<file path="src/design/pwr_ctl_pkg.sv">
package pwr_ctl_pkg;
  // Mode one-hot codes
  typedef enum logic [4:0] {
    ST_RUN = 5'h01,
    ST_SLEEP = 5'h02,
    ST_SWSTBY = 5'h04,
    ST_SETTLE = 5'h08,
    ST_HWSTBY = 5'h10
  } pmode_t;
  // Internal RAM windows
  localparam logic [19:0] RAM_SMALL_LO = 20'hff710;
  localparam logic [19:0] RAM_LARGE_LO = 20'hfef10;
  localparam logic [19:0] RAM_HI = 20'hfff0f;
  // Prescaler width: divides up to 4096
  localparam int PRE_W = 12;
  // Duty correction threshold in kHz
  localparam int DUTY_KHZ = 5000;
  // Settling waits in states, by select code
  localparam logic [17:0] WAIT_0 = 18'h02000;
  localparam logic [17:0] WAIT_1 = 18'h04000;
  localparam logic [17:0] WAIT_2 = 18'h08000;
  localparam logic [17:0] WAIT_3 = 18'h10000;
  localparam logic [17:0] WAIT_4 = 18'h20000;
  // Reset wait for external clock, in ns, and cycles at 25 ns
  localparam int EXT_SETTLE_NS = 500000;
  localparam int CLK_NS = 25;
  localparam int EXT_SETTLE_CYC = (EXT_SETTLE_NS + CLK_NS - 1) / CLK_NS;
endpackage : pwr_ctl_pkg

</file>
<file path="src/design/pin_sync_if.sv">
`timescale 1ns/10ps
`default_nettype none
// Raw and filtered pin levels between top and synchroniser
interface pin_sync_if;
  logic [5:0] raw;
  logic [5:0] clean;
  modport top (output raw, input clean);
  modport sync (input raw, output clean);
endinterface : pin_sync_if
`default_nettype wire

</file>
<file path="src/design/pin_sync.sv">
`timescale 1ns/10ps
`default_nettype none
// Three-stage synchroniser; level changes once stages 2 and 3 agree
module pin_sync (
  input wire logic clk,
  input wire logic reset,
  pin_sync_if.sync p
);
  // Reset to each pin's idle level: low-active pins high, NMI low,
  // so the NMI edge detector sees no false rise after reset
  localparam logic [5:0] IDLE = 6'h37;
  logic [5:0] s1_ff;
  logic [5:0] s2_ff;
  logic [5:0] s3_ff;
  logic [5:0] clean_ff;
  logic [5:0] agree;
  logic [5:0] nxt_clean;
  // Bits where second and third stages match
  assign agree = ~(s2_ff ^ s3_ff);
  assign nxt_clean = (agree & s3_ff) | (~agree & clean_ff);
  assign p.clean = clean_ff;
  // Shift chain
  always_ff @(posedge clk) begin
    if (reset) begin
      s1_ff <= IDLE;
      s2_ff <= IDLE;
      s3_ff <= IDLE;
      clean_ff <= IDLE;
    end else begin
      s1_ff <= p.raw;
      s2_ff <= s1_ff;
      s3_ff <= s2_ff;
      clean_ff <= nxt_clean;
    end
  end
endmodule : pin_sync
`default_nettype wire

</file>
<file path="src/design/power_down_and_clock_ctrl.sv">
`timescale 1ns/10ps
`default_nettype none
// Power-down sequencer, prescaler and RAM steering
module power_down_and_clock_ctrl #(
  parameter bit LARGE_MEM = 1'b0,
  parameter int OSC_KHZ = 40000,
  parameter logic [17:0] WAIT_SCALE_SHIFT = 18'h0
) (
  input wire logic clk,
  input wire logic reset,
  input wire logic chip_rst_pin_n,
  input wire logic hw_halt_pin_n,
  input wire logic nmi_pin,
  input wire logic [2:0] irq_pin_n,
  input wire logic [2:0] irq_enable,
  input wire logic int_request,
  input wire logic halt_exec,
  input wire logic onchip_mem_en,
  input wire logic deep_sleep_select,
  input wire logic [2:0] wake_wait_select,
  input wire logic [19:0] cpu_addr,
  output logic cpu_halted,
  output logic clk_run,
  output logic periph_rst,
  output logic ports_hiz,
  output logic wake_int,
  output logic ram_sel,
  output logic ext_sel,
  output logic duty_fix_on,
  output logic [pwr_ctl_pkg::PRE_W-1:0] presc_tick,
  output logic [4:0] mode_state
);
  localparam int PRE_W_OUT = pwr_ctl_pkg::PRE_W;
  // Pin synchroniser link
  pin_sync_if pins ();
  assign pins.raw = {chip_rst_pin_n, hw_halt_pin_n, nmi_pin, irq_pin_n};
  pin_sync u_sync (
    .clk(clk),
    .reset(reset),
    .p(pins)
  );
  // Filtered pin levels
  wire rst_n_s = pins.clean[5];
  wire hw_halt_pin_n_n_s = pins.clean[4];
  wire nmi_s = pins.clean[3];
  wire [2:0] irq_n_s = pins.clean[2:0];
  // Rising NMI edge detect on filtered level
  logic nmi_d_ff;
  wire nmi_edge = nmi_s & ~nmi_d_ff;
  // Light sleep wakes on int_request alone; deep sleep only on these pins
  // limited wake set
  wire deep_wake = nmi_edge | (|(~irq_n_s & irq_enable));
  // Settle wait lookup by select code
  function automatic logic [17:0] wait_len(input logic [2:0] sel);
    case (sel)
      3'h0: wait_len = pwr_ctl_pkg::WAIT_0;
      3'h1: wait_len = pwr_ctl_pkg::WAIT_1;
      3'h2: wait_len = pwr_ctl_pkg::WAIT_2;
      3'h3: wait_len = pwr_ctl_pkg::WAIT_3;
      // Illegal codes treated as longest wait, the safe side
      default: wait_len = pwr_ctl_pkg::WAIT_4;
    endcase
  endfunction : wait_len
  // Mode state machine
  pwr_ctl_pkg::pmode_t state_ff, nxt_state;
  logic [17:0] wait_ff, nxt_wait;
  // Shift parameter shortens the settle wait, meant for simulation only
  wire [17:0] wait_load = wait_len(wake_wait_select) >> WAIT_SCALE_SHIFT;
  always_comb begin
    nxt_state = state_ff;
    nxt_wait = wait_ff;
    if (!hw_halt_pin_n_n_s) begin
      nxt_state = pwr_ctl_pkg::ST_HWSTBY;
    end else if (!rst_n_s) begin
      nxt_state = pwr_ctl_pkg::ST_RUN;
    end else begin
      case (state_ff)
        pwr_ctl_pkg::ST_RUN: begin
          if (halt_exec && deep_sleep_select) begin
            nxt_state = pwr_ctl_pkg::ST_SWSTBY;
          end else if (halt_exec) begin
            nxt_state = pwr_ctl_pkg::ST_SLEEP;
          end
        end
        pwr_ctl_pkg::ST_SLEEP: begin
          if (int_request) begin
            nxt_state = pwr_ctl_pkg::ST_RUN;
          end
        end
        pwr_ctl_pkg::ST_SWSTBY: begin
          if (deep_wake) begin
            nxt_state = pwr_ctl_pkg::ST_SETTLE;
            nxt_wait = (wait_load == 18'h0) ? 18'h1 : wait_load;
          end
        end
        pwr_ctl_pkg::ST_SETTLE: begin
          nxt_wait = wait_ff - 18'h1;
          if (wait_ff == 18'h1) begin
            nxt_state = pwr_ctl_pkg::ST_RUN;
          end
        end
        pwr_ctl_pkg::ST_HWSTBY: nxt_state = pwr_ctl_pkg::ST_HWSTBY;
        default: nxt_state = pwr_ctl_pkg::ST_RUN;
      endcase
    end
  end
  // State and wake pulse registers
  always_ff @(posedge clk) begin
    if (reset) begin
      state_ff <= pwr_ctl_pkg::ST_RUN;
      wait_ff <= 18'h0;
      nmi_d_ff <= 1'b0;
      wake_int <= 1'b0;
    end else begin
      state_ff <= nxt_state;
      wait_ff <= nxt_wait;
      nmi_d_ff <= nmi_s;
      // Pulse rises with the return to run, so handling sees a stable clock
      wake_int <= (state_ff == pwr_ctl_pkg::ST_SETTLE) &&
                  (nxt_state == pwr_ctl_pkg::ST_RUN);
    end
  end
  // mode outputs, all low modes halt CPU
  wire nxt_halted = (nxt_state != pwr_ctl_pkg::ST_RUN);
  wire nxt_clk_stop = (nxt_state == pwr_ctl_pkg::ST_SWSTBY) ||
                      (nxt_state == pwr_ctl_pkg::ST_HWSTBY);
  wire [19:0] ram_lo = LARGE_MEM ? pwr_ctl_pkg::RAM_LARGE_LO
                                 : pwr_ctl_pkg::RAM_SMALL_LO;
  wire in_ram = (cpu_addr >= ram_lo) && (cpu_addr <= pwr_ctl_pkg::RAM_HI);
  wire nxt_ram_sel = in_ram & onchip_mem_en;
  // free-running prescaler, cleared to zero in stop modes
  logic [PRE_W_OUT-1:0] pre_ff;
  wire [PRE_W_OUT-1:0] nxt_pre = pre_ff + 1'b1;
  always_ff @(posedge clk) begin
    if (reset) begin
      pre_ff <= '0;
      presc_tick <= '0;
      cpu_halted <= 1'b0;
      clk_run <= 1'b1;
      periph_rst <= 1'b0;
      ports_hiz <= 1'b0;
      ram_sel <= 1'b0;
      ext_sel <= 1'b0;
      duty_fix_on <= 1'b0;
      mode_state <= pwr_ctl_pkg::ST_RUN;
    end else begin
      pre_ff <= nxt_clk_stop ? '0 : nxt_pre;
      // Bit k pulses every 2^(k+1) cycles
      presc_tick <= nxt_clk_stop ? '0 : (nxt_pre & ~pre_ff);
      cpu_halted <= nxt_halted;
      clk_run <= ~nxt_clk_stop;
      periph_rst <= nxt_clk_stop;
      ports_hiz <= (nxt_state == pwr_ctl_pkg::ST_HWSTBY);
      ram_sel <= nxt_ram_sel;
      ext_sel <= in_ram & ~onchip_mem_en | ~in_ram;
      duty_fix_on <= (OSC_KHZ >= pwr_ctl_pkg::DUTY_KHZ);
      mode_state <= nxt_state;
    end
  end
  // Checks
  AST_HW_HW_HALT_PIN_N_FLOAT: assert property (@(posedge clk) disable iff (reset)
    !hw_halt_pin_n_n_s |=> ports_hiz && periph_rst && cpu_halted)
    else $error("standby pin did not float ports");
  AST_SLEEP_ENTRY: assert property (@(posedge clk) disable iff (reset)
    state_ff == pwr_ctl_pkg::ST_RUN && halt_exec && !deep_sleep_select
    && hw_halt_pin_n_n_s && rst_n_s |=> cpu_halted && clk_run)
    else $error("light sleep entry wrong");
  AST_DEEP_ENTRY: assert property (@(posedge clk) disable iff (reset)
    state_ff == pwr_ctl_pkg::ST_RUN && halt_exec && deep_sleep_select
    && hw_halt_pin_n_n_s && rst_n_s |=> !clk_run && periph_rst)
    else $error("deep sleep entry wrong");
  AST_SLEEP_EXIT: assert property (@(posedge clk) disable iff (reset)
    state_ff == pwr_ctl_pkg::ST_SLEEP && int_request && hw_halt_pin_n_n_s
    && rst_n_s |=> !cpu_halted)
    else $error("light sleep did not end");
  AST_DEEP_IGNORE: assert property (@(posedge clk) disable iff (reset)
    state_ff == pwr_ctl_pkg::ST_SWSTBY && !deep_wake && hw_halt_pin_n_n_s
    && rst_n_s |=> state_ff == pwr_ctl_pkg::ST_SWSTBY)
    else $error("deep sleep left on wrong source");
  AST_SETTLE_HOLD: assert property (@(posedge clk) disable iff (reset)
    state_ff == pwr_ctl_pkg::ST_SETTLE && wait_ff > 18'h1 && hw_halt_pin_n_n_s
    && rst_n_s |=> state_ff == pwr_ctl_pkg::ST_SETTLE
    && wait_ff == $past(wait_ff) - 18'h1)
    else $error("settle count broken");
  AST_RAM_ROUTE: assert property (@(posedge clk) disable iff (reset)
    onchip_mem_en && cpu_addr == pwr_ctl_pkg::RAM_HI |=> ram_sel)
    else $error("ram window not routed");
  AST_RAM_LOW: assert property (@(posedge clk) disable iff (reset)
    onchip_mem_en && cpu_addr == ram_lo |=> ram_sel && !ext_sel)
    else $error("ram window low edge wrong");
  AST_RAM_OFF: assert property (@(posedge clk) disable iff (reset)
    !onchip_mem_en |=> !ram_sel && ext_sel)
    else $error("disabled ram not external");
  AST_HW_STAYS: assert property (@(posedge clk) disable iff (reset)
    state_ff == pwr_ctl_pkg::ST_HWSTBY && hw_halt_pin_n_n_s && rst_n_s && int_request
    |=> state_ff == pwr_ctl_pkg::ST_HWSTBY)
    else $error("hardware standby left by interrupt");
  AST_TICK_LOW: assert property (@(posedge clk) disable iff (reset)
    clk_run && presc_tick[0] |=> !presc_tick[0])
    else $error("half-rate tick wrong");
  // Forced exit by the reset pin and the end of the settle wait
  AST_RST_PIN_RUN: assert property (@(posedge clk) disable iff (reset)
    hw_halt_pin_n_n_s && !rst_n_s |=> !cpu_halted && clk_run)
    else $error("reset pin did not return to run");
  AST_WAKE_PULSE: assert property (@(posedge clk) disable iff (reset)
    state_ff == pwr_ctl_pkg::ST_SETTLE && wait_ff == 18'h1 && hw_halt_pin_n_n_s
    && rst_n_s |=> wake_int && !cpu_halted)
    else $error("settle end gave no wake pulse");
  COV_SLEEP: cover property (@(posedge clk)
    state_ff == pwr_ctl_pkg::ST_SLEEP ##1 state_ff == pwr_ctl_pkg::ST_RUN);
  COV_DEEP: cover property (@(posedge clk)
    state_ff == pwr_ctl_pkg::ST_SETTLE ##1 state_ff == pwr_ctl_pkg::ST_RUN);
  COV_HW: cover property (@(posedge clk) state_ff == pwr_ctl_pkg::ST_HWSTBY);
  COV_RAM: cover property (@(posedge clk) ram_sel);
endmodule : power_down_and_clock_ctrl
`default_nettype wire

</file>
<file path="config.mk">
export PLATFORM = sky130hd
export DESIGN_NAME = power_down_and_clock_ctrl
export DESIGN_NICKNAME = d
export VERILOG_FILES = /design/src/design/pwr_ctl_pkg.sv /design/src/design/pin_sync_if.sv /design/src/design/pin_sync.sv /design/src/design/power_down_and_clock_ctrl.sv
export SDC_FILE = /design/constraint.sdc
export NUM_CORES = 1
export LEC_CHECK = 0
export ABC_AREA = 0
export ABC_CLOCK_PERIOD_IN_PS = 2860
export BUFFER_PORTS_ARGS = -buffer_cell sky130_fd_sc_hd__buf_4
export CORE_UTILIZATION = 50
export CTS_BUF_LIST = sky130_fd_sc_hd__clkbuf_8 sky130_fd_sc_hd__clkbuf_16
export DETAILED_ROUTE_END_ITERATION = 10
export PLACE_DENSITY_LB_ADDON = 0.3
export SYNTH_ARGS = -nofsm -noshare
export SYNTH_HDL_FRONTEND = slang
export SYNTH_SLANG_ARGS = --single-unit
</file>
<file path="constraint.sdc">
create_clock -name clk -period 2.86 [get_ports clk]
set_input_delay 0.143 -clock clk [delete_from_list [all_inputs] [get_ports clk]]
set_output_delay 0.143 -clock clk [all_outputs]
set_load 0.01 [all_outputs]
</file>
==> results of run 1 <==
[worst min-delay path, delay by kind of cell]
family	cells	cell delay, ns
buffers and inverters	1	0.10
AND/OR/NAND/NOR	3	0.19
[cell usage in the layout, fill, tap and decap left out, types with 2 or more instances in the layout]
cell and instances:
a2111oi_0 2, a211oi_1 3, a21oi_1 25, and2_1 2, and3_1 9, and3b_1 2
and4_1 11, buf_4 66, clkbuf_8 10, dfxtp_1 79, dlygate4sd3_1 6, ha_1 14
inv_1 21, nand2_1 11, nand2b_1 4, nand3_1 7, nand3b_1 4, nand4_1 6
nor2_1 22, nor2b_1 6, nor3_1 9, nor4_1 13, o21ai_0 18, o22ai_1 2
o311ai_0 2, o31ai_1 8, or2_2 16, or3_1 8, or4_1 11, xor2_1 2
[power by group through the flow]
stage	logic (mW)	clock network, mW	registers, mW
floorplan	0.112	0	1.18
global placement	0.185	0	1.18
detailed placement	0.189	0	1.18
CTS	0.198	0.747	1.15
global route	0.216	0.797	1.16
finish	0.197	0.734	1.15
[layer usage]
layer	GRT usage	part of all wire	vias up
met2	0.373	0.49	95
met4	0.0878	0.021	0
li1	-	-	1459
met1	0.259	0.43	1313
met3	0.0673	0.060	19
met5	0	0	-
[worst max path at each step]
stage | from | end | slack (ns)
3_3_place_gp | mode_state[0] | presc_tick[4] | 0.67
2_1_floorplan | mode_state[0] | presc_tick[10] | 0.72
4_1_cts | mode_state[0] | presc_tick[3] | 0.59
6_report | mode_state[0] | presc_tick[7] | 0.58
5_1_grt | wait_ff[4] | pre_ff[5] | 0.49
3_5_place_dp | mode_state[0] | presc_tick[3] | 0.63
[registers in the layout (all words and copies together), names as in the netlist, 5 cells and up, named ones only]
name and count:
mode_state 5, pre_ff 11, presc_tick 12, u_sync.s1_ff 6, u_sync.s2_ff 6, u_sync.s3_ff 6
wait_ff 18
[cell families after synthesis]
| logic type | count (synthesis) | synth area share |
|---|---|---|
| simple gates | 147 | 0.268 |
| flops | 79 | 0.470 |
| compound gates | 78 | 0.154 |
| buf+inv | 40 | 0.0506 |
| fa+ha+maj | 14 | 0.0521 |
| xor+xnor | 2 | 0.00521 |
[repair_timing]
item,4_1_cts,5_1_grt
hold buffers,6,0
setup endpoints to repair,0,0
buffers inserted,0,0
hold endpoints to repair,6,0
[metrics by stage]
step	total power, mW	instances	hold WS [ns]	area (um^2)
final	2.08	504	0.126	4090
after global routing	2.17	504	0.112	4090
after CTS	2.10	504	0.118	4090
after detailed placement	1.37	482	0.330	3860
after global placement	1.36	482	0.328	3860
after floorplan	1.29	360	0.247	3360
[cells in the mapped netlist, types with 2 or more instances]
| cell type | instances | area, um^2 |
|---|---|---|
| inv_1 | 19 | 71.3 |
| and2_1 | 2 | 12.5 |
| o31ai_1 | 8 | 60.1 |
| o311ai_0 | 2 | 17.5 |
| nand3_1 | 7 | 35.0 |
| nand3b_1 | 4 | 30.0 |
| nor2_1 | 22 | 82.6 |
| buf_6 | 2 | 22.5 |
| nor3_1 | 9 | 45.0 |
| or4_1 | 11 | 82.6 |
| and3b_1 | 2 | 17.5 |
| o21ai_0 | 18 | 90.1 |
| xor2_1 | 2 | 17.5 |
| and3_1 | 9 | 56.3 |
| a211oi_1 | 3 | 22.5 |
| nand4_1 | 6 | 37.5 |
| o22ai_1 | 2 | 12.5 |
| ha_1 | 14 | 175 |
| nand2b_1 | 4 | 25.0 |
| and4_1 | 11 | 96.3 |
| a21oi_1 | 25 | 125 |
| or2_2 | 16 | 100 |
| nor4_1 | 13 | 81.3 |
| dfxtp_1 | 79 | 1580 |
| clkbuf_1 | 17 | 63.8 |
| or3_1 | 8 | 50.1 |
| nor2b_1 | 6 | 37.5 |
| nand2_1 | 11 | 41.3 |
| a2111oi_0 | 2 | 17.5 |
[area by class of cell]
type / count / area share
Multi-Input combinational cell: 241 / 0.394
Sequential cell: 79 / 0.386
Timing Repair Buffer: 72 / 0.136
Clock buffer: 10 / 0.0336
Tap cell: 77 / 0.0235
Inverter: 19 / 0.0174
Clock inverter: 6 / 0.00917
==> results.md, run 1 <==
* Final core area utilization at 0.637
* Port Buffers at 58
* Max Root-Sink Buffers at 2
* PostCTS Resize Cnt at 0
* Mapped Area at 3360 um^2
* Initial antenna violation count at 0
* Vias in the first global route at 2771
* HP Class: input port to flop
* Post-Route WL at 7.32 mm
* Pint at 1.57 mW
* Die footprint at 7060 um^2
* RSZ-0062 raised after global routing: false
* Psw at 0.516 mW
* CP endpoint kind: flop
* VDD IR-drop max at slightly above 400 uV
* Combinational Power Share at 0.094
* Largest net degree at the start of global routing at 46
* DRT Pass-1 Iters at 4
* Worst EP required at 3.10 ns
* Starting Density at 0.524
* CP max FO at 13
* GPL Wtd Cong at around 0.87
* Final worst clock skew at between 0.006 and 0.007 ns
* Max incr delay on CP at 0.60 ns
* Core ar. at 6420 um^2
* WP buf/inv at 0
* TritonCTS clock tree: built
* Vias post-DR at just under 3000
* Die width at 84.0 um
* Warnings, synthesis at 0
* Share of layout cells above drive strength 1 at 0.234
* Detailed placement HPWL at 5.13 mm
* Lkg Pwr at 1.71 nW
* Final setup vio count at 0
* Clock Latency Late Sink at 0.35 ns
* Final TNS setup at 0 ns
* Status: finished clean
* Count of cell types in the netlist at 55
* Slowest CP cell: a2111o_2
* Hold_sp: cpu_addr[18]
* R2r startpoint: mode_state[0]
* Number of synthesized register bits at 79
* Hold Crit Depth at 4
* Worst r2r dst: presc_tick[7]
* Final Hold Fails at 0
* Fmax at roughly 0.44 GHz
* Asr flop ratio synth at 0
* WL/cell at ~15 um
* Cells after Synth at 360
* Max-cap violations at 0
* Crit path kind: flop to flop
* Seq/Total Area, Yosys at 0.470
* FILL cells at 544
* Multi-input gate area at 1610 um^2
* Drt first-iter violations at 163
* Clock slew at reported path FFs at ~0.08 ns
* Setup WS post-layout at 0.582 ns
* Nets at 474
* First-pass GRT wire length at around 12 mm
* GRT Util Overall at 0.220
* Clock buffer count from CTS at 9
* Final min period at 2.28 ns
* Post-synth EDFFs at 0
* Root Driver: clkbuf_8
* FP Rows at 29
* Slew at the pin with the worst max-slew slack at 0.720 ns
* Syn_nets at 412
* # DRC at 0
* Diode count at 0
* WP data arrival at between 2 and 3 ns
* Pre-CTS WS at 0.631 ns
* Max Transition Viols Final at 0
* Clk pwr share at 0.352
* Die span in y at 84.0 um
* CP cell instances: or4b_1 > nor3_1 > a211oi_1 > a2111o_2 > and4_1
* Grt ovf at 0
* Sequential cell area at 1580 um^2
* Io pins at 63
* Routed vias/inst at 5.73
* Relative slew slack at 0.520
* Layout area overhead at 21.6%
* R2R depth at 5
* Delay-heaviest family, CP: simple AND/OR/NAND/NOR gates
* Switching Fraction at 0.248
* Hold Crit Endpoint: ram_sel
* Avg Cell Area, Syn at 9.35 um^2
* Critical path depth at 5
* H-Tree Level Count at 3
* Main flop type after synthesis: dfxtp_1
* CP startpoint kind: flop
* R2R Setup Slk at a little under 0.6 ns
* Seq pwr share at 0.553
* CTS sink cnt at 79
* PD cells at approximately 500 nW/um^2
* Routed Antenna Nets at 0
* Tcrit/Tclk final at 0.796
Note: power is estimated with default switching activity, not from simulation.
==> run 2: changes to the inputs <==
--- a/config.mk
+++ b/config.mk
@@ -6,9 +6,9 @@
 export NUM_CORES = 1
 export LEC_CHECK = 0
 export ABC_AREA = 0
-export ABC_CLOCK_PERIOD_IN_PS = 2860
+export ABC_CLOCK_PERIOD_IN_PS = 1800
 export BUFFER_PORTS_ARGS = -buffer_cell sky130_fd_sc_hd__buf_4
-export CORE_UTILIZATION = 50
+export CORE_UTILIZATION = 49
 export CTS_BUF_LIST = sky130_fd_sc_hd__clkbuf_8 sky130_fd_sc_hd__clkbuf_16
 export DETAILED_ROUTE_END_ITERATION = 10
 export PLACE_DENSITY_LB_ADDON = 0.3
==> constraint.sdc (replaced) <==
create_clock -name clk -period 1.8 [get_ports clk]
set_input_delay 0.09 -clock clk [delete_from_list [all_inputs] [get_ports clk]]
set_output_delay 0.09 -clock clk [all_outputs]
set_load 0.01 [all_outputs]
==> run 2 against run 1 <==
The run now ends with setup timing left. Via count up 13%. Global-route usage increased by 1.8 points. Total power up 66%. Combinational power increased by 120%. Critical path type unchanged. Largest power group unchanged.
==> results.md, run 2 (synthesis results as in run 1) <==
* HP Class: input port to flop
* Nets at 535 (+13%)
* Share of layout cells above drive strength 1 at 0.424 (+0.190)
* Core ar. at 6490 um^2 (+1.1%)
* PD cells at 708 nW/um^2 (+39%)
* Layout area overhead at 44.7%
* Setup WS post-layout at -0.345 ns (-0.927 ns)
* Final setup vio count at 41 (+41)
* GRT met1 Usage at 0.285 (+0.0255)
* WP data arrival at 2.43 ns (-0.09 ns)
* Status: complete, but fails checks
* Most frequent cells in the layout: buf_4 (115), dfxtp_1 (73), nor2_1 (22)
* Max-cap violations at 0 (unchanged)
* Vias post-DR at 3275 (+13%)
* Met2 Track Usage GR at 0.414 (+0.0413)
* Crit path kind: flop to flop
* Worst r2r dst: presc_tick[7]
* FP Rows at 29 (unchanged)
* Routed Antenna Nets at 0 (unchanged)
* Pre-CTS WS at -0.292 ns (-0.923 ns)
* # DRC at 0 (unchanged)
* Hold Crit Depth at 3 (-1)
* Initial antenna violation count at 0 (unchanged)
* Max Transition Viols Final at 0 (unchanged)
* Final worst clock skew at 0.00904 ns (+0.00224 ns)
* GRT Util Overall at 0.238 (+0.0176)
* Hold Crit Endpoint: wait_ff[13]
* Die footprint at 7200 um^2 (+2.0%)
* Lkg Pwr at 2.06 nW (+20%)
* Post-Route WL at 9.03 mm (+23%)
* Die width at 84.9 um (+0.99%)
* R2r startpoint: wait_ff[7]
* Final non-filler cell total at 565 (+12%)
* Slew at the pin with the worst max-slew slack at 0.457 ns (-0.263 ns)
* Relative slew slack at 0.695 (+0.175)
* WL/cell at 16.0 um (+10%)
* TritonCTS clock tree: built
* Drt first-iter violations at 166 (+1.8%)
* H-Tree Level Count at 3 (unchanged)
* RSZ-0062 raised after global routing: true
* Vias in the first global route at 3031 (+9.4%)
* Io pins at 63 (unchanged)
* Fmax at 0.466 GHz (+6.2%)
* Worst EP required at 2.08 ns (-1.02 ns)
* Die span in y at 84.9 um (+0.99%)
* Max FFs per register at 18 (unchanged)
* Final Hold Fails at 0 (unchanged)
* Root Driver: clkbuf_8
* Detailed placement HPWL at 5.68 mm (+11%)
* First-pass GRT wire length at 13.6 mm (+9.9%)
* Post-Place Cells at 527 (+9.3%)
* Diode count at 0 (unchanged)
* R2R Setup Slk at -0.34 ns (-0.93 ns)
* CP max FO at 13 (unchanged)
* Starting Density at 0.518 (-0.00585)
* Tcrit/Tclk final at 1.19 (+0.395)
* Port Buffers at 58 (unchanged)
* Most common cell after layout, fill and taps aside: buf_4
* Final core area utilization at 0.750 (+0.112)
* DRT Pass-1 Iters at 6 (+2)
* CTS sink cnt at 79 (unchanged)
* CP startpoint kind: flop
* Largest net degree at the start of global routing at 29 (-37%)
* GRT busiest layer: met2
* Hold_sp: wake_wait_select[1]
* CP endpoint kind: flop
* Grt ovf at 0 (unchanged)
* Biggest regs: wait_ff (18), presc_tick (12), pre_ff (11)
* Clock buffer count from CTS at 9 (unchanged)
* Clock slew at reported path FFs at 0.08 ns (about the same)
* GPL Wtd Cong at 0.848 (-2.3%)
* Failing checks: setup timing
* R2R depth at 6 (+1)
* Grt met3 use at 0.0545 (-0.0128)
* VDD IR-drop max at 580 uV (+40%)
* Biggest register: wait_ff
* Final min period at 2.14 ns (-0.133 ns)
* Routed vias/inst at 5.80 (+1.2%)
* Max Root-Sink Buffers at 2 (unchanged)
* Clock Latency Late Sink at 0.35 ns (about the same)
==> run 2: area by class of cell <==
cell class,instances,area (um^2)
tap,77,96.3
timing repair buffer,133,1070
sequential,79,1590
fill,464,1630
clock inverter,6,43.8
multi-input combinational,241,1860
clock buffer,10,138
inverter,19,71.3
==> run 2: worst max path at each step <==
stage	slack (ns)	end	cells after the start	start
after global routing	-0.42	presc_tick[7]	6	wait_ff[7]
after detailed placement	-0.29	pre_ff[11]	7	wait_ff[7]
after global placement	-0.27	wait_ff[10]	5	wait_ff[7]
after floorplan	-0.27	wait_ff[10]	5	wait_ff[7]
after CTS	-0.27	wait_ff[10]	5	wait_ff[7]
final	-0.34	presc_tick[7]	6	wait_ff[7]
==> run 2: repair_timing <==
action,4_1_cts,5_1_grt
hold endpoints to repair,6,0
hold buffers,6,0
buffers inserted,6,9
gates cloned,1,2
pin swaps,13,28
resized for setup,21,44
setup endpoints to repair,45,49
==> run 2: per-layer routing <==
metal	routed length, um	part of all wire
met1	3760	0.42
met2	4580	0.51
met3	533	0.059
met4	148	0.016
met5	0	0
==> run 2: worst max-delay path, cell delays in order, from the launching register on <==
cell	delay, ns
dfxtp_2	0.33
or4_4	0.55
buf_6	0.14
nor4b_4	0.26
a41o_1	0.28
a2111o_2	0.28
and4_1	0.24
==> run 2: stage by stage <==
stage	hold slack, ns	TNS (ns)	power [mW]	instance area, um^2
CTS	0.0474	-9.39	3.44	4600
global route	0.0518	-13.32	3.61	4870
detailed placement	0.276	-9.46	2.24	4230
global placement	0.275	-7.93	2.23	4230
finish	0.0625	-10.43	3.45	4870
floorplan	0.194	-5.89	2.06	3390
==> run 2: report_power, final <==
part	internal (mW)	total, mW	switching, mW
Combinational	0.224	0.424	0.200
Sequential	1.80	1.82	0.0294
Clock	0.542	1.20	0.657
==> run 3: changes to the inputs <==
--- a/config.mk
+++ b/config.mk
@@ -8,10 +8,12 @@
 export ABC_AREA = 0
 export ABC_CLOCK_PERIOD_IN_PS = 1800
 export BUFFER_PORTS_ARGS = -buffer_cell sky130_fd_sc_hd__buf_4
+export CAP_MARGIN = 25
 export CORE_UTILIZATION = 49
 export CTS_BUF_LIST = sky130_fd_sc_hd__clkbuf_8 sky130_fd_sc_hd__clkbuf_16
 export DETAILED_ROUTE_END_ITERATION = 10
 export PLACE_DENSITY_LB_ADDON = 0.3
+export SKIP_CTS_REPAIR_TIMING = 1
 export SYNTH_ARGS = -nofsm -noshare
 export SYNTH_HDL_FRONTEND = slang
 export SYNTH_SLANG_ARGS = --single-unit
==> run 3 against run 2 <==
The flow still finishes with violations (setup timing). Global-route usage decreased by 1.3 points. Worst setup slack better by 0.0098 ns. Register-to-register slack is essentially flat. Core utilization shrank 2.5 points. Routed wire length fell by 6.2%. Sequential cell count did not move. Clock skew about the same. Critical path depth unchanged. Cell area decreased by 3.3%. Clock-buffer cell count stayed put. Largest power group unchanged.
==> results.md, run 3 (synthesis results as in run 1) <==
* Most common cell after layout, fill and taps aside: buf_4
* Die width at 84.9 um (unchanged)
* Biggest regs: wait_ff (18), presc_tick (12), pre_ff (11)
* First-pass GRT wire length at 12.9 mm (-5.3%)
* Max-cap violations at 0 (unchanged)
* WL/cell at 15.3 um (-4.5%)
* Max Transition Viols Final at 0 (unchanged)
* Routed Antenna Nets at 0 (unchanged)
* Most frequent cells in the layout: buf_4 (107), dfxtp_1 (73), nor2_1 (22)
* Final TNS setup at -9.58 ns (+0.855 ns)
* Crit. Startpoint: mode_state[4]
* R2R depth at 6 (unchanged)
* Fmax at 0.468 GHz (+0.46%)
* DRT Pass-1 Iters at 7 (+1)
* Root Driver: clkbuf_8
* Die span in y at 84.9 um (unchanged)
* CP endpoint kind: flop
* Pint at 2.56 mW (about the same)
* Psw at 0.873 mW (-1.5%)
* FP Rows at 29 (unchanged)
* Grt ovf at 0 (unchanged)
* Max FFs per register at 18 (unchanged)
* Final min period at 2.13 ns (-0.00982 ns)
* Total chip power at 3.43 mW (-0.47%)
* Crit path kind: flop to flop
* Max Root-Sink Buffers at 2 (unchanged)
* CP max FO at 6 (-7)
* Initial antenna violation count at 0 (unchanged)
* Final Hold Fails at 0 (unchanged)
* Setup WS post-layout at -0.335 ns (+0.00982 ns)
* Relative slew slack at 0.693 (-0.00145)
* Biggest register: wait_ff
* Failing checks: setup timing
* Post-Route WL at 8.47 mm (-6.2%)
* R2r startpoint: mode_state[4]
* CP startpoint kind: flop
* Fin area at 4710 um^2 (-3.3%)
* GPL Wtd Cong at 0.848 (unchanged)
* VDD IR-drop max at 584 uV (+0.62%)
* Worst EP required at 2.04 ns (-0.04 ns)
* Final worst clock skew at 0.00913 ns (+0.0000829 ns)
* Drt first-iter violations at 223 (+34%)
* Starting Density at 0.518 (unchanged)
* Slew at the pin with the worst max-slew slack at 0.459 ns (+0.00217 ns)
* CTS sink cnt at 79 (unchanged)
* H-Tree Level Count at 3 (unchanged)
* Pre-CTS WS at -0.292 ns (unchanged)
* Vias in the first global route at 2935 (-3.2%)
* Worst r2r dst: clk_run
* Hold Crit Endpoint: wait_ff[13]
* Clk pwr share at 0.348 (about the same)
* Clock Latency Late Sink at 0.35 ns (about the same)
* Port Buffers at 58 (unchanged)
* Vias post-DR at 3198 (-2.4%)
* Minimum hold slack at 0.0659 ns (+0.00337 ns)
* Layout area overhead at 39.9%
* Clock buffer count from CTS at 9 (unchanged)
* WP data arrival at 2.38 ns (-0.05 ns)
* Final setup vio count at 44 (+7.3%)
* TritonCTS clock tree: built
* Io pins at 63 (unchanged)
* Hold Crit Depth at 3 (unchanged)
* Lkg Pwr at 2.01 nW (-2.5%)
* Status: complete, but fails checks
* HP Class: input port to flop
* Diode count at 0 (unchanged)
* Core ar. at 6490 um^2 (unchanged)
* Die footprint at 7200 um^2 (unchanged)
* Nets at 525 (-1.9%)
* Share of layout cells above drive strength 1 at 0.400 (-0.0246)
* RSZ-0062 raised after global routing: true
* Combinational Power Share at 0.120 (-0.003)
* Routed vias/inst at 5.76 (-0.59%)
* Largest net degree at the start of global routing at 29 (unchanged)
* Seq pwr share at 0.531 (+0.002)
* Switching Fraction at 0.254 (-0.00277)
* Tcrit/Tclk final at 1.19 (-0.00545)
* PD cells at 729 nW/um^2 (+2.9%)
* # DRC at 0 (unchanged)
* Placed inst area at 4230 um^2 (unchanged)
* R2R Setup Slk at -0.33 ns (about the same)
* Hold_sp: wake_wait_select[1]
* GRT Util Overall at 0.224 (-0.0133)
* Detailed placement HPWL at 5.68 mm (unchanged)
* Clock slew at reported path FFs at 0.08 ns (about the same)
run 3: cell types whose count changed in the layout (fill, tap and decap cells not counted), sizes merged:
cell,before,now
clkdlybuf4s15,1,0
buf,126,117
run 3: critical path, cell delays in order, from the launching register on:
cell	delay (ns)
dfxtp_2	0.33
or4b_4	0.54
nor3_2	0.16
a211oi_1	0.09
a2111oi_2	0.52
buf_2	0.30
o21ai_1	0.09
run 3: layout make-up:
cell class	count	area, um^2
flip-flops and latches	79	1590
clock buffers	10	138
repair buffers	123	978
well taps	77	96.3
fillers	494	1790
clock inverters	6	43.8
inverters	19	71.3
multi-input cells	241	1790
run 3: power by group through the flow:
stage	registers, mW	logic (mW)	clock network, mW
final	1.82	0.412	1.20
after global routing	1.83	0.448	1.31
after CTS	1.82	0.378	1.23
after detailed placement	1.86	0.376	0
after global placement	1.86	0.367	0
after floorplan	1.87	0.187	0
run 3: stage by stage:
stage	util	cells
3_3_place_gp	0.652	527
2_1_floorplan	-	360
6_report	0.725	555
4_1_cts	0.680	543
3_5_place_dp	0.652	527
5_1_grt	0.725	555
run 3: worst max path at each step:
stage	to	slack [ns]
final	clk_run	-0.33
after global routing	clk_run	-0.42
after CTS	pre_ff[11]	-0.32
after detailed placement	pre_ff[11]	-0.29
after global placement	wait_ff[10]	-0.27
after floorplan	wait_ff[10]	-0.27
run 3: layer usage:
layer	part of all wire	up-vias	wire, um	GRT usage
met1	0.42	1516	3600	0.273
met3	0.058	10	491	0.0584
met2	0.51	117	4300	0.377
met5	0	-	0	0
li1	-	1555	-	-
met4	0.0098	0	83	0.0971
